## src/smbcf_pkg.sv

```systemverilog
// Package: register map, field positions and timing figures of the bus configuration block
package smbcf_pkg;
  localparam logic [7:0] SBC_ADDR       = 8'hc1;  // serial_bus_clock_config address
  localparam logic [7:0] SBC_PAGE       = 8'h00;  // Register page
  localparam logic [7:0] SBC_RESET      = 8'h00;  // Value after reset
  localparam int         BIT_ENABLE     = 7;      // interface_enable_bit
  localparam int         BIT_INHIBIT    = 6;      // slave_inhibit_bit
  localparam int         BIT_BUSY       = 5;      // transfer_busy_flag
  localparam int         BIT_HOLDEXT    = 4;      // hold_extension_bit
  localparam int         BIT_SCLTO      = 3;      // scl_timeout_enable
  localparam int         BIT_FREETO     = 2;      // free_timeout_enable
  localparam int         BIT_CSEL_HI    = 1;      // clock_source_select msb
  localparam int         BIT_CSEL_LO    = 0;      // clock_source_select lsb
  localparam logic [3:0] FREE_PERIODS   = 4'ha;   // Free after more than this many periods
  localparam logic [3:0] SETUP_NORM_CYC = 4'h1;   // Setup floor, extension off
  localparam logic [3:0] HOLD_NORM_CYC  = 4'h3;   // Hold, extension off
  localparam logic [3:0] SETUP_EXT_CYC  = 4'hb;   // Setup, extension on
  localparam logic [3:0] HOLD_EXT_CYC   = 4'hc;   // Hold, extension on
  localparam int         SCL_TIMEOUT_MS = 25;     // Software sets the timeout timer to this

  typedef enum logic [1:0] {
    SMBCF_SRC_T0,
    SMBCF_SRC_T1,
    SMBCF_SRC_T2H,
    SMBCF_SRC_T2L
  } smbcf_src_t;
endpackage : smbcf_pkg

```

## src/smbcf_mon_if.sv

```systemverilog
// Interface: synchronised lines and bus condition events between top and line monitor
`timescale 1ns/1ps
`default_nettype none
interface smbcf_mon_if;
  logic scl;    // Synchronised clock line
  logic sda;    // Synchronised data line
  logic tick;   // Selected overflow pulse
  logic en;     // Interface enabled
  logic fte;    // Free timeout enabled
  logic start;  // START seen, one cycle
  logic stop;   // STOP seen, one cycle
  logic free;   // Free timeout reached, one cycle
  modport top (output scl, sda, tick, en, fte, input start, stop, free);
  modport mon (input scl, sda, tick, en, fte, output start, stop, free);
endinterface : smbcf_mon_if
`default_nettype wire

```

## src/smbcf_mon.sv

```systemverilog
// Line monitor: START and STOP detection and bus free timeout
`timescale 1ns/1ps
`default_nettype none
module smbcf_mon
  import smbcf_pkg::*;
(
  input wire logic    clk,
  input wire logic    rst_n,
  smbcf_mon_if.mon    mi
);
  logic       scl_q_r;
  logic       sda_q_r;
  logic [3:0] free_cnt_r;
  logic [3:0] free_cnt_nxt;
  logic       start_r;
  logic       stop_r;
  logic       free_r;
  wire        both_high = mi.scl & mi.sda;
  wire        sda_fall  = sda_q_r & ~mi.sda;
  wire        sda_rise  = ~sda_q_r & mi.sda;
  wire        free_hit  = mi.fte & both_high & mi.tick & (free_cnt_r == FREE_PERIODS);

  // Count overflow periods with both lines high, stop one past the limit
  assign free_cnt_nxt = (!both_high || !mi.en) ? 4'h0 :
                        (mi.tick && free_cnt_r <= FREE_PERIODS) ? free_cnt_r + 4'h1 :
                        free_cnt_r;

  // Conditions are only recognised while enabled
  always_ff @(posedge clk or negedge rst_n) begin
    if (!rst_n) begin
      scl_q_r    <= 1'b1;
      sda_q_r    <= 1'b1;
      free_cnt_r <= 4'h0;
      start_r    <= 1'b0;
      stop_r     <= 1'b0;
      free_r     <= 1'b0;
    end else begin
      scl_q_r    <= mi.scl;
      sda_q_r    <= mi.sda;
      free_cnt_r <= free_cnt_nxt;
      start_r    <= mi.en & mi.scl & scl_q_r & sda_fall;
      stop_r     <= mi.en & mi.scl & scl_q_r & sda_rise;
      free_r     <= mi.en & free_hit;
    end
  end

  assign mi.start = start_r;
  assign mi.stop  = stop_r;
  assign mi.free  = free_r;
endmodule : smbcf_mon
`default_nettype wire

```

## src/smbcf_top.sv

```systemverilog
// Top: configuration register, busy tracking, timer reload and bus timing gates
`timescale 1ns/1ps
`default_nettype none
module smbcf_top
  import smbcf_pkg::*;
(
  input  wire logic       REF_CLK,
  input  wire logic       RESETN,
  input  wire logic [7:0] SFR_ADDR,
  input  wire logic [7:0] SFR_PAGE,
  input  wire logic       SFR_WR,
  input  wire logic [7:0] SFR_WDATA,
  output logic      [7:0] SFR_RDATA,
  input  wire logic       SCL_IN,
  input  wire logic       SDA_IN,
  input  wire logic       T0_OVF,
  input  wire logic       T1_OVF,
  input  wire logic       T2H_OVF,
  input  wire logic       T2L_OVF,
  input  wire logic       TMR_SPLIT,
  input  wire logic       SLAVE_EVT,
  input  wire logic       MASTER_EVT,
  output logic            IF_ACTIVE,
  output logic            BIT_TICK,
  output logic            SLAVE_IRQ,
  output logic            MASTER_IRQ,
  output logic            ADDR_NACK,
  output logic            TMR_RELOAD_HI,
  output logic            TMR_RELOAD_LO,
  output logic            SCL_MIN_OK,
  output logic            SDA_SETUP_OK,
  output logic            SDA_HOLD_OK
);
  logic [7:0] cfg_r;
  logic [7:0] cfg_nxt;
  logic [1:0] scl_sync_r;
  logic [1:0] sda_sync_r;
  logic       scl_prev_r;
  logic       sda_prev_r;
  logic       busy_r;
  logic       inh_eff_r;
  logic       tick_r;
  logic       scl_tick_r;
  logic [3:0] scl_fall_cnt_r;
  logic [3:0] sda_chg_cnt_r;
  logic [7:0] rdata_r;
  logic       slave_irq_r;
  logic       master_irq_r;
  logic       rld_hi_r;
  logic       rld_lo_r;
  logic       hold_ok_r;
  logic       setup_ok_r;
  smbcf_mon_if mi ();

  // Field decode
  wire        en       = cfg_r[BIT_ENABLE];
  wire        inh      = cfg_r[BIT_INHIBIT];
  wire        hold_ext = cfg_r[BIT_HOLDEXT];
  wire        scl_toe  = cfg_r[BIT_SCLTO];
  wire        fte      = cfg_r[BIT_FREETO];
  wire smbcf_src_t src = smbcf_src_t'(cfg_r[BIT_CSEL_HI:BIT_CSEL_LO]);
  wire        hit      = (SFR_ADDR == SBC_ADDR) && (SFR_PAGE == SBC_PAGE);
  wire        wr_hit   = SFR_WR & hit;
  wire        scl_s    = scl_sync_r[1];
  wire        sda_s    = sda_sync_r[1];
  wire        scl_edge = scl_s ^ scl_prev_r;
  wire        sda_edge = sda_s ^ sda_prev_r;
  wire [3:0]  hold_min = hold_ext ? HOLD_EXT_CYC : HOLD_NORM_CYC;
  wire [3:0]  setup_min = hold_ext ? SETUP_EXT_CYC : SETUP_NORM_CYC;
  wire [7:0]  cfg_view = {cfg_r[7:6], busy_r, cfg_r[4:0]};

  // Overflow source selection
  wire        tick_sel = (src == SMBCF_SRC_T0)  ? T0_OVF :
                         (src == SMBCF_SRC_T1)  ? T1_OVF :
                         (src == SMBCF_SRC_T2H) ? T2H_OVF : T2L_OVF;

  // Busy bit position of a write is dropped; hardware owns it
  assign cfg_nxt = wr_hit ? {SFR_WDATA[7:6], 1'b0, SFR_WDATA[4:0]} : cfg_r;

  assign mi.scl  = scl_s;
  assign mi.sda  = sda_s;
  assign mi.tick = tick_sel;
  assign mi.en   = en;
  assign mi.fte  = fte;

  smbcf_mon u_mon (
    .clk   (REF_CLK),
    .rst_n (RESETN),
    .mi    (mi)
  );

  // Register and pin synchronisers
  always_ff @(posedge REF_CLK or negedge RESETN) begin
    if (!RESETN) begin
      cfg_r      <= SBC_RESET;
      scl_sync_r <= 2'b11;
      sda_sync_r <= 2'b11;
      scl_prev_r <= 1'b1;
      sda_prev_r <= 1'b1;
      rdata_r    <= SBC_RESET;
    end else begin
      cfg_r      <= cfg_nxt;
      scl_sync_r <= {scl_sync_r[0], SCL_IN};
      sda_sync_r <= {sda_sync_r[0], SDA_IN};
      scl_prev_r <= scl_s;
      sda_prev_r <= sda_s;
      rdata_r    <= hit ? cfg_view : 8'h00;
    end
  end

  // Busy: set wins over nothing, STOP or free clears; disable also clears
  always_ff @(posedge REF_CLK or negedge RESETN) begin
    if (!RESETN) begin
      busy_r    <= 1'b0;
      inh_eff_r <= 1'b0;
    end else begin
      if (!en || mi.stop || mi.free) begin
        busy_r <= 1'b0;
      end else if (mi.start) begin
        busy_r <= 1'b1;
      end
      if (mi.start) begin
        inh_eff_r <= inh;
      end
    end
  end

  // Interrupt gating and timer reload, one cycle registered
  always_ff @(posedge REF_CLK or negedge RESETN) begin
    if (!RESETN) begin
      slave_irq_r  <= 1'b0;
      master_irq_r <= 1'b0;
      rld_hi_r     <= 1'b0;
      rld_lo_r     <= 1'b0;
      tick_r       <= 1'b0;
    end else begin
      slave_irq_r  <= en & SLAVE_EVT & ~inh_eff_r;
      master_irq_r <= en & MASTER_EVT;
      rld_hi_r     <= scl_toe & scl_s;
      rld_lo_r     <= scl_toe & scl_s & ~TMR_SPLIT;
      tick_r       <= en & tick_sel;
    end
  end

  // Timing gates; a counter saturates so long idle periods cannot wrap
  always_ff @(posedge REF_CLK or negedge RESETN) begin
    if (!RESETN) begin
      scl_tick_r     <= 1'b0;
      scl_fall_cnt_r <= 4'h0;
      sda_chg_cnt_r  <= 4'h0;
      hold_ok_r      <= 1'b0;
      setup_ok_r     <= 1'b0;
    end else begin
      if (scl_edge) begin
        scl_tick_r <= 1'b0;
      end else if (tick_sel) begin
        scl_tick_r <= 1'b1;
      end
      if (scl_edge && !scl_s) begin
        scl_fall_cnt_r <= 4'h1;
      end else if (scl_fall_cnt_r != 4'hf) begin
        scl_fall_cnt_r <= scl_fall_cnt_r + 4'h1;
      end
      if (sda_edge) begin
        sda_chg_cnt_r <= 4'h1;
      end else if (sda_chg_cnt_r != 4'hf) begin
        sda_chg_cnt_r <= sda_chg_cnt_r + 4'h1;
      end
      hold_ok_r  <= !scl_s && scl_fall_cnt_r >= hold_min;
      setup_ok_r <= sda_chg_cnt_r >= setup_min;
    end
  end

  assign SFR_RDATA     = rdata_r;
  assign IF_ACTIVE     = cfg_r[BIT_ENABLE];
  assign BIT_TICK      = tick_r;
  assign SLAVE_IRQ     = slave_irq_r;
  assign MASTER_IRQ    = master_irq_r;
  assign ADDR_NACK     = inh_eff_r;
  assign TMR_RELOAD_HI = rld_hi_r;
  assign TMR_RELOAD_LO = rld_lo_r;
  assign SCL_MIN_OK    = scl_tick_r;
  assign SDA_SETUP_OK  = setup_ok_r;
  assign SDA_HOLD_OK   = hold_ok_r;
endmodule : smbcf_top
`default_nettype wire

```

## config.mk

```make
export PLATFORM = sky130hd
export DESIGN_NAME = smbcf_top
export DESIGN_NICKNAME = d
export VERILOG_FILES = /design/src/smbcf_pkg.sv /design/src/smbcf_mon_if.sv /design/src/smbcf_mon.sv /design/src/smbcf_top.sv
export SDC_FILE = /design/constraint.sdc
export NUM_CORES = 1
export LEC_CHECK = 0
export BUFFER_PORTS_ARGS = -buffer_cell sky130_fd_sc_hd__clkbuf_2
export CAP_MARGIN = 20
export CORE_MARGIN = 10
export CORE_UTILIZATION = 56
export DETAILED_ROUTE_END_ITERATION = 8
export PLACE_DENSITY = 0.84
export SYNTH_ARGS = -nofsm -noshare
export SYNTH_HDL_FRONTEND = slang
export SYNTH_HIERARCHICAL = 1
export SYNTH_SLANG_ARGS = --single-unit
```

## constraint.sdc

```tcl
create_clock -name REF_CLK -period 2.7 [get_ports REF_CLK]
set_input_delay 0.54 -clock REF_CLK [delete_from_list [all_inputs] [get_ports REF_CLK]]
set_output_delay 0.54 -clock REF_CLK [all_outputs]
set_load 0.03 [all_outputs]
```

After elaboration in Yosys (flattened, before gate mapping)

Cells that the tools add are included.
W data, S select, Z words.

Add/sub/neg operators: 3
Order comparisons: 3
Equal/unequal tests: 6
Multiplexer cells: 16
Bitwise operators: 24
Reductions and logical operators: 17

Operators by type and width:

| cell                  | number |
|---|---|
| $mux W4               | 8 |
| $and A1 B1 Y1         | 18 |
| $add A4 B1 Y4 const B | 3 |
| $reduce_bool A2 Y1    | 5 |
| $eq A8 B8 Y1 const B  | 1 |
| $ge A4 B4 Y1          | 2 |
| $logic_not A8 Y1      | 1 |
| $mux W8               | 1 |
| $ne A4 B4 Y1 const B  | 2 |
| $mux W1               | 7 |
| $eq A4 B4 Y1 const B  | 1 |
| $le A4 B4 Y1 const B  | 1 |
| $logic_and A1 B1 Y1   | 4 |
| $not A1 Y1            | 4 |
| $logic_not A1 Y1      | 3 |
| $logic_or A1 B1 Y1    | 3 |
| $eq A2 B1 Y1 const B  | 1 |
| $eq A2 B2 Y1 const B  | 1 |
| $logic_not A2 Y1      | 1 |
| $xor A1 B1 Y1         | 2 |

Register bits: 46
Input bits: 36
Output and inout port bits: 18
Word-level logic and storage cells: 91

Longest topological paths before layout

Gate-level depths: netlist of the first run.

Word-level depth: 7
Gate-level depth with buffers: 6

By module

Netlist of the first run, hierarchy kept.

By module, submodules not included:

| module    | instances | cells an instance | area an instance (µm²) |
|---|---|---|---|
| smbcf_top | 1         | 118               | 1639.1 |
| smbcf_mon | 1         | 38                | 412.9 |

Worst setup path before layout of the first run

No wires, ideal clock.

Path type: input -> register
From: input T2L_OVF
To: register u_mon.free_cnt_r[0]
Library setup time: 0.125 ns
Data arrival time: 1.488 ns
Data required time: 2.575 ns
Path slack: 1.087 ns
Cell stages on the path: 4
Cells stage by stage: mux4_2 -> nand2b_1 -> o22ai_1 -> mux2_2

Cells in the longest elaborated chain, start to end: 5

RTL lines:

| element                      | line            | RTL |
|---|---|---|
| from (decl)                  | smbcf_top.sv:19 | `input wire logic T2L_OVF,` |
| $mux W1                      | smbcf_top.sv:75 | `(src == SMBCF_SRC_T2H) ? T2H_OVF : T2L_OVF;` |
| $mux W1                      | smbcf_top.sv:74 | `(src == SMBCF_SRC_T1) ? T1_OVF :` |
| $mux W1                      | smbcf_top.sv:73 | `wire tick_sel = (src == SMBCF_SRC_T0) ? T0_OVF :` |
| $logic_and A1 B1 Y1          | smbcf_mon.sv:25 | `(mi.tick && free_cnt_r <= FREE_PERIODS) ? free_cnt_r + 4'h1 :` |
| $reduce_bool A2 Y1 (no line) | n/a             |  |
| to (signal assigned)         | smbcf_mon.sv:40 | `free_cnt_r <= free_cnt_nxt;` |
| to (decl)                    | smbcf_mon.sv:13 | `logic [3:0] free_cnt_r;` |

Every way passes these cells.
A chain may end at the register's enable or synchronous reset.

Worst setup path in the final report of the first run

From: register cfg_r[4]
To: register hold_ok_r, in the netlist SDA_HOLD_OK

Cells in the longest elaborated chain, start to end: 3

RTL lines:

| element                | line             | RTL |
|---|---|---|
| from (decl)            | smbcf_top.sv:34  | `logic [7:0] cfg_r;` |
| from (signal assigned) | smbcf_top.sv:102 | `cfg_r <= cfg_nxt;` |
| $mux W4                | smbcf_top.sv:68  | `wire [3:0] hold_min = hold_ext ? HOLD_EXT_CYC : HOLD_NORM_CYC;` |
| $ge A4 B4 Y1           | smbcf_top.sv:169 | `hold_ok_r <= !scl_s && scl_fall_cnt_r >= hold_min;` |
| $logic_and A1 B1 Y1    | smbcf_top.sv:169 |  |
| to (signal assigned)   | smbcf_top.sv:169 |  |
| to (decl)              | smbcf_top.sv:51  | `logic hold_ok_r;` |

Every way passes these cells.

==> results of run 1 <==
## flip-flops by register name, summed over array words and instances, names as in the netlist, 2 cells and up
name              cells
SFR_RDATA             8
cfg_r                 7
scl_sync_r            2
scl_fall_cnt_r        4
sda_sync_r            2
u_mon/free_cnt_r      4
sda_chg_cnt_r         4
## cell usage after synthesis (all sizes together) (2+ instances only)
| cell | count | area, µm² |
|---|---|---|
| nand2b | 4 | 25.0 |
| ha | 11 | 138 |
| and2 | 11 | 78.8 |
| nor3b | 4 | 30.0 |
| a211o | 2 | 17.5 |
| a21oi | 3 | 15.0 |
| nand3 | 7 | 35.0 |
| mux2 | 9 | 128 |
| nor4b | 2 | 23.8 |
| xnor2 | 2 | 17.5 |
| nand2 | 7 | 42.5 |
| a31oi | 2 | 12.5 |
| mux2i | 2 | 20.0 |
| inv | 6 | 22.5 |
| dfstp | 8 | 210 |
| nor4 | 2 | 12.5 |
| nor2 | 12 | 45.0 |
| a21o | 2 | 15.0 |
| dfrtp | 40 | 1000 |
| nor3 | 6 | 30.0 |
## area by class of cell
type	instances	area, µm²
flip-flops and latches	48	1210
inverters	6	22.5
multi-input cells	101	807
well taps	46	57.6
clock buffers	8	80.1
fillers	229	976
repair buffers	54	288
## worst max-delay path by stage
stage                               startpoint                              end  slack [ps]  cells after the start
after floorplan                        T2L_OVF  u_mon/free_cnt_r[0]$_DFFE_PN0P_        1090                      4
after CTS                 cfg_r[4]$_DFFE_PN0P_            SDA_HOLD_OK$_DFF_PN0_        1080                      6
after global routing      cfg_r[4]$_DFFE_PN0P_            SDA_HOLD_OK$_DFF_PN0_         950                      6
final                     cfg_r[4]$_DFFE_PN0P_            SDA_HOLD_OK$_DFF_PN0_        1050                      6
after global placement             SFR_ADDR[2]             cfg_r[1]$_DFFE_PN0P_         810                      5
after detailed placement           SFR_ADDR[1]             cfg_r[4]$_DFFE_PN0P_         780                      5
## through the flow
step	hold slack [ps]	total power, mW	setup WS, ps
finish	120	1.51	1050
global route	126	1.59	951
CTS	312	1.52	1080
detailed placement	350	1.12	777
global placement	345	1.08	810
floorplan	244	1.01	1090
## worst max-delay path, cell delays in order, from the launching register on
cell and delay [ps]:
dfrtp_1 420, inv_1 180, ha_1 260, nand2b_1 160, a21o_1 180, a211oi_1 240
nor3_1 90
## cell families after synthesis
family	after synthesis	synth area share, %
simple gates	60	17.7
mux	12	8.29
compound gates	15	5.37
fa+ha+maj	11	6.71
xor+xnor	3	1.28
flops	48	59.0
buf+inv	7	1.65
## per-layer routing
metal / track usage (%) / share of wire (%)
met1: 14.8 / 36
met2: 26.9 / 58
met3: 4.68 / 5.0
met4: 4.75 / 1.3
met5: 0 / 0
## power breakdown
group / switching (mW) / internal [mW] / total (mW)
Clock: 0.215 / 0.184 / 0.399
Combinational: 0.145 / 0.122 / 0.266
Sequential: 0.0637 / 0.778 / 0.842
==> run summary, run 1 <==
Hold Fails Final Rpt -> 0
TNS Setup -> 0 ps
Max VDD drop -> 0.370 mV
Via density -> 5.34
CTS H-tree depth -> 2
slew at the pin with the worst max-slew slack -> 402 ps
Yosys warning total -> 6
dominant synthesized flop cell -> dfrtp_1
Syn Std Cell Area -> 2050 µm²
Avg Inst Size Synth -> 13.2 µm²
placed cells -> 254
drt initial violations -> 80
synthesized instance count -> 156
Vias -> 1405
Detail Placement HPWL -> 3400 µm
Total GRT Usage -> 14.5%
Setup Skew -> 6.89 ps
core area -> 3440 µm²
die height -> 80.5 µm
Final ANT Viol Nets -> 0
number of gates resized after cts -> 0
# port buffers -> 52
Post-synth EDFFs -> 0
global-route wire length before repair -> 7200 µm
Final Cell Area -> 2470 µm²
worst-case clock buffer depth -> 2
Worst setup EP type -> flip-flop
Leak Pwr -> 1.26 nW
asr flop ratio synth -> 100%
row count -> 21
critical path required time -> 2880 ps
clk slew on worst S/H paths -> 80 ps
Max Cap Violations -> 0
worst hold path type -> input port to asynchronous set/reset pin
WP data arrival -> 1830 ps
fin util -> 71.6%
sequential-to-total area share from yosys stat -> 59.0%
CTS tree -> done
fraction of layout cells with a size suffix above 1 -> 40.6%
Yosys reg bits -> 48
final cell count without fillers -> 263
Final setup viols -> 0
post-synth net total -> 203
Post-Route WL -> 4430 µm
number of remaining DRC errors -> 0
fin crit period -> 1650 ps
reg2reg path depth -> 6
area grow syn2layout -> 20.2%
most frequent cells in the layout -> clkbuf_2 (52), dfrtp_1 (40), nor2_1 (12), ha_1 (11)
Initial Util -> 59.6%
type of element launching the critical path -> flip-flop
final net count -> 263
die width -> 80.5 µm
reg-to-reg endpoint -> SDA_HOLD_OK$_DFF_PN0_
Wirelength per Cell -> 16.8 µm
Hold Buf Count CTS -> 0
diode count -> 0
drt first pass iters -> 4
maximum clock rate -> 605 MHz
Power per Cell Area -> 611 nW/µm²
CP max FO -> 5
Clk Latency, worst-skew pair -> 300 ps
largest net degree at the start of global routing -> 43
total CTS buffers -> 5
Worst R2R Setup Slack -> 1050 ps
Rel. slew slack -> 73.2%
outcome -> finished clean
RD Place Congestion -> 0.808
most common library cell in the layout ignoring fill and taps -> clkbuf_2
initial antenna violation count -> 0
vias in the first global route -> 1523
placed cell areas -> 2370 µm²
post-CTS setup buffers -> 0
I/O pin cnt -> 54
grt ovf -> 0
RSZ-0062 raised after global routing -> no
Netlist cell types -> 38
ratio of final minimum period to clock period -> 61.2%
r2r startpoint -> cfg_r[4]$_DFFE_PN0P_
clock sink count -> 48
CP Class -> flip-flop to flip-flop
clk root buf -> clkbuf_8
Final Slew Violations -> 0
Die ar. -> 6490 µm²
Power figures use the tool's default switching activity.
==> run 2: changes to the inputs <==
CORE_UTILIZATION = 52   (was 56)
PLACE_DENSITY = 0.79   (was 0.84)
clock period = 1.7 ns   (was 2.7 ns; I/O delays follow)
==> run summary, run 2 (synthesis results as in run 1) <==
clock sink count -> 48
Worst R2R Setup Slack -> 110 ps
Die ar. -> 6860 µm²
CP max FO -> 9
worst hold path type -> input port to flip-flop
CP peak stage delay -> 620 ps
Worst Hold Launch -> SDA_IN
initial antenna violation count -> 0
die height -> 82.8 µm
number of gates resized after cts -> 0
Via density -> 5.03
WP data arrival -> 1780 ps
row count -> 22
Hold Path Depth -> 1
I/O pin cnt -> 54
Leak Pwr -> 1.31 nW
ratio of final minimum period to clock period -> 93.7%
drt first pass iters -> 4
maximum clock rate -> 628 MHz
Clk Latency, worst-skew pair -> 290 ps
RD Place Congestion -> 0.759
slew at the pin with the worst max-slew slack -> 475 ps
RSZ-0062 raised after global routing -> no
Final setup viols -> 0
final cell count without fillers -> 267
CTS H-tree depth -> 2
Post-Route WL -> 3810 µm
placed cells -> 258
Wirelength per Cell -> 14.3 µm
Initial Util -> 54.8%
Worst setup EP type -> flip-flop
number of remaining DRC errors -> 0
max reg flops -> 8
Setup Skew -> 4.70 ps
global-route wire length before repair -> 6470 µm
most frequent cells in the layout -> clkbuf_2 (52), dfrtp_1 (40), nor2_1 (12), ha_1 (11)
grt ovf -> 0
reg2reg path depth -> 4
clk slew on worst S/H paths -> 80 ps
diode count -> 0
largest net degree at the start of global routing -> 32
final net count -> 265
critical path required time -> 1880 ps
Rel. slew slack -> 68.4%
fin crit period -> 1590 ps
slowest stage cell, crit path -> mux4_2
Max VDD drop -> 0.657 mV
Hold Fails Final Rpt -> 0
Max Cap Violations -> 0
TNS Setup -> 0 ps
Hold EP -> sda_sync_r[0]$_DFF_PN1_
Total GRT Usage -> 11.3%
Hold Buf Count CTS -> 1
Final Slew Violations -> 0
clk root buf -> clkbuf_8
Final ANT Viol Nets -> 0
Vias -> 1343
outcome -> finished clean
Power per Cell Area -> 1100 nW/µm²
drt initial violations -> 49
fraction of layout cells with a size suffix above 1 -> 42.0%
most common library cell in the layout ignoring fill and taps -> clkbuf_2
CTS tree -> done
Detail Placement HPWL -> 2940 µm
CP Class -> flip-flop to flip-flop
reg-to-reg endpoint -> u_mon/free_cnt_r[0]$_DFFE_PN0P_
area grow syn2layout -> 25.0%
worst-path cell chain -> mux4_2 -> nand2b_1 -> o22ai_1 -> mux2_2
worst-case clock buffer depth -> 2
die width -> 82.8 µm
total CTS buffers -> 5
# port buffers -> 52
post-CTS setup buffers -> 0
vias in the first global route -> 1336
core area -> 3740 µm²
type of element launching the critical path -> flip-flop
r2r startpoint -> cfg_r[0]$_DFFE_PN0P_
## run 2: worst max-delay path by stage
| stage | from | end | slack [ps] | cells after the start |
|---|---|---|---|---|
| floorplan | cfg_r[0]$_DFFE_PN0P_ | u_mon/free_cnt_r[0]$_DFFE_PN0P_ | 230 | 4 |
| global placement | SFR_ADDR[1] | cfg_r[1]$_DFFE_PN0P_ | 80 | 5 |
| detailed placement | SFR_ADDR[1] | cfg_r[3]$_DFFE_PN0P_ | 100 | 5 |
| CTS | cfg_r[0]$_DFFE_PN0P_ | u_mon/free_cnt_r[0]$_DFFE_PN0P_ | 100 | 4 |
| global route | cfg_r[4]$_DFFE_PN0P_ | SDA_HOLD_OK$_DFF_PN0_ | 20 | 6 |
| finish | cfg_r[0]$_DFFE_PN0P_ | u_mon/free_cnt_r[0]$_DFFE_PN0P_ | 110 | 4 |
## run 2: worst max-delay path: cells and delay by family, from the launching register on
| kind | cells | cell delay (ps) |
|---|---|---|
| muxes | 2 | 900 |
| AOI/OAI and AO/OA | 1 | 80 |
| DFF | 1 | 400 |
| and+or+nand+nor | 1 | 110 |
## run 2: power by group
group / internal [mW] / switching, mW / total [mW]
sequential: 1.24 / 0.0957 / 1.33
combinational: 0.188 / 0.203 / 0.392
clock: 0.735 / 0.373 / 1.11
## run 2: through the flow
| stage | utilization [%] | setup WS, ps | total power [mW] | hold slack (ps) | instance area [µm²] |
|---|---|---|---|---|---|
| 6_report | 68.5 | 107 | 2.83 | 119 | 2560 |
| 5_1_grt | 68.5 | 22.6 | 2.99 | 110 | 2560 |
| 4_1_cts | 68.5 | 103 | 2.87 | 109 | 2560 |
| 3_5_place_dp | 64.0 | 104 | 1.75 | 317 | 2400 |
| 3_3_place_gp | 64.0 | 83.9 | 1.73 | 308 | 2400 |
| 2_1_floorplan | - | 227 | 1.60 | 44.4 | 2050 |
## run 2: metal layers
metal / vias to the layer above / wire length, µm / track usage (%)
met3: 6 / 222 / 4.88
met1: 644 / 1630 / 12.9
met5: - / 0 / 0
li1: 669 / - / -
met2: 24 / 1920 / 18.2
met4: 0 / 44 / 4.00
## run 2: layout make-up
cell class                 count  area [µm²]
multi-input combinational    101         807
sequential                    48        1210
fill                         286        1180
inverter                       6        22.5
tap                           48        60.1
clock inverter                 3        90.1
clock buffer                   5        68.8
timing repair buffer          56         305
==> run 3: changes to the inputs <==
--- a/config.mk
+++ b/config.mk
@@ -11,4 +11,5 @@
 export CORE_UTILIZATION = 52
 export DETAILED_ROUTE_END_ITERATION = 8
+export MAX_ROUTING_LAYER = met4
 export PLACE_DENSITY = 0.79
 export SYNTH_ARGS = -nofsm -noshare
==> constraint.sdc (replaced) <==
create_clock -name REF_CLK -period 1.7 [get_ports REF_CLK]
set_input_delay 0.51 -clock REF_CLK [delete_from_list [all_inputs] [get_ports REF_CLK]]
set_output_delay 0.51 -clock REF_CLK [all_outputs]
set_load 0.03 [all_outputs]
==> run summary, run 3 (synthesis results as in run 1) <==
# port buffers -> 52
Clk Latency, worst-skew pair -> 310 ps
Leak Pwr -> 1.29 nW
critical path's top delay family -> flip-flops
most frequent cells in the layout -> clkbuf_2 (52), dfrtp_1 (40), nor2_1 (12), ha_1 (11)
Final setup viols -> 0
most common library cell in the layout ignoring fill and taps -> clkbuf_2
vias in the first global route -> 1513
worst-case clock buffer depth -> 2
Final ANT Viol Nets -> 0
fraction of layout cells with a size suffix above 1 -> 42.5%
largest net degree at the start of global routing -> 49
Initial Util -> 54.8%
Hold Buf Count CTS -> 0
Max VDD drop -> 0.741 mV
clk root buf -> clkbuf_8
global-route wire length before repair -> 7160 µm
CTS tree -> done
Rel. slew slack -> 74.2%
Crit path buffers/inverters -> 1
clk slew on worst S/H paths -> 90 ps
drt initial violations -> 31
die height -> 82.8 µm
ratio of final minimum period to clock period -> 96.4%
row count -> 22
r2r startpoint -> cfg_r[0]$_DFFE_PN0P_
area grow syn2layout -> 22.7%
Worst setup EP type -> output port
Hold Fails Final Rpt -> 0
critical path required time -> 1190 ps
CP Depth -> 1
reg-to-reg endpoint -> u_mon/free_cnt_r[0]$_DFFE_PN0P_
slowest stage cell, crit path -> dfrtp_1
RD Place Congestion -> 0.763
max reg flops -> 8
type of element launching the critical path -> flip-flop
Max Cap Violations -> 0
number of remaining DRC errors -> 0
CP max FO -> 9
outcome -> finished clean
Total GRT Usage -> 12.9%
CP Class -> flip-flop to output port
Die ar. -> 6860 µm²
initial antenna violation count -> 0
Wirelength per Cell -> 15.2 µm
multi-input logic area -> 807 µm²
Setup Skew -> 5.01 ps
last element of the critical path -> IF_ACTIVE
Pwr Total -> 2.58 mW
CTS H-tree depth -> 2
worst hold path type -> input port to asynchronous set/reset pin
Critical Path Start -> cfg_r[7]$_DFFE_PN0P_
fin util -> 67.3%
grt ovf -> 0
diode count -> 0
reg2reg path depth -> 4
CP peak stage delay -> 550 ps
Via density -> 5.07
final net count -> 265
Worst R2R Setup Slack -> 110 ps
die width -> 82.8 µm
maximum clock rate -> 610 MHz
total CTS buffers -> 5
Post-Route WL -> 4060 µm
clock sink count -> 48
Filler Cell Count -> 284
Vias -> 1353
WP data arrival -> 1130 ps
core area -> 3740 µm²
Final Slew Violations -> 0
fin crit period -> 1640 ps
worst-path cell chain -> clkbuf_2
Power per Cell Area -> 1020 nW/µm²
Register Area -> 1210 µm²
Detail Placement HPWL -> 3000 µm
slew at the pin with the worst max-slew slack -> 386 ps
number of gates resized after cts -> 0
I/O pin cnt -> 54
drt first pass iters -> 3
RSZ-0062 raised after global routing -> no
post-CTS setup buffers -> 0
## run 3: area by class of cell
type / count / share of cell area, %
clock buffers: 5 / 2.73
clock inverters: 3 / 1.84
inverters: 6 / 0.894
multi-input cells: 101 / 32.0
flip-flops and latches: 48 / 48.1
well taps: 48 / 2.38
repair buffers: 56 / 12.0
## run 3: power by group
| group | switching [mW] | leakage, nW | internal [mW] |
|---|---|---|---|
| clock | 0.398 | 0.0548 | 0.443 |
| sequential | 0.0981 | 0.625 | 1.24 |
| combinational | 0.213 | 0.610 | 0.191 |
## run 3: how the worst min path moves through the flow
stage	start	to	slack (ps)	cells after the start
after CTS	RESETN	SFR_RDATA[6]$_DFF_PN0_	190	2
after global routing	RESETN	cfg_r[7]$_DFFE_PN0P_	180	2
after floorplan	RESETN	ADDR_NACK$_DFFE_PN0P_	210	0
final	RESETN	cfg_r[7]$_DFFE_PN0P_	170	2
after global placement	scl_sync_r[0]$_DFF_PN1_	scl_sync_r[1]$_DFF_PN1_	350	0
after detailed placement	sda_sync_r[0]$_DFF_PN1_	sda_sync_r[1]$_DFF_PN1_	350	0
## run 3: metal layers
layer / vias up / global-route usage (%) / share of wire (%)
met3: 9 / 4.49 / 4.3
met4: 0 / 5.38 / 1.8
met2: 27 / 21.0 / 53
met5: - / - / 0
li1: 673 / - / -
met1: 644 / 13.9 / 41
## run 3: metrics by stage
| step | worst slack [ps] | hold WS (ps) | area, µm² | setup TNS, ps | cells |
|---|---|---|---|---|---|
| 2_1_floorplan | 117 | 214 | 2050 | 0 | 156 |
| 3_3_place_gp | -60.3 | 345 | 2400 | -416 | 259 |
| 3_5_place_dp | -65.4 | 347 | 2400 | -469 | 259 |
| 4_1_cts | 44.7 | 187 | 2520 | 0 | 267 |
| 5_1_grt | 12.4 | 183 | 2520 | 0 | 267 |
| 6_report | 61.8 | 173 | 2520 | 0 | 267 |
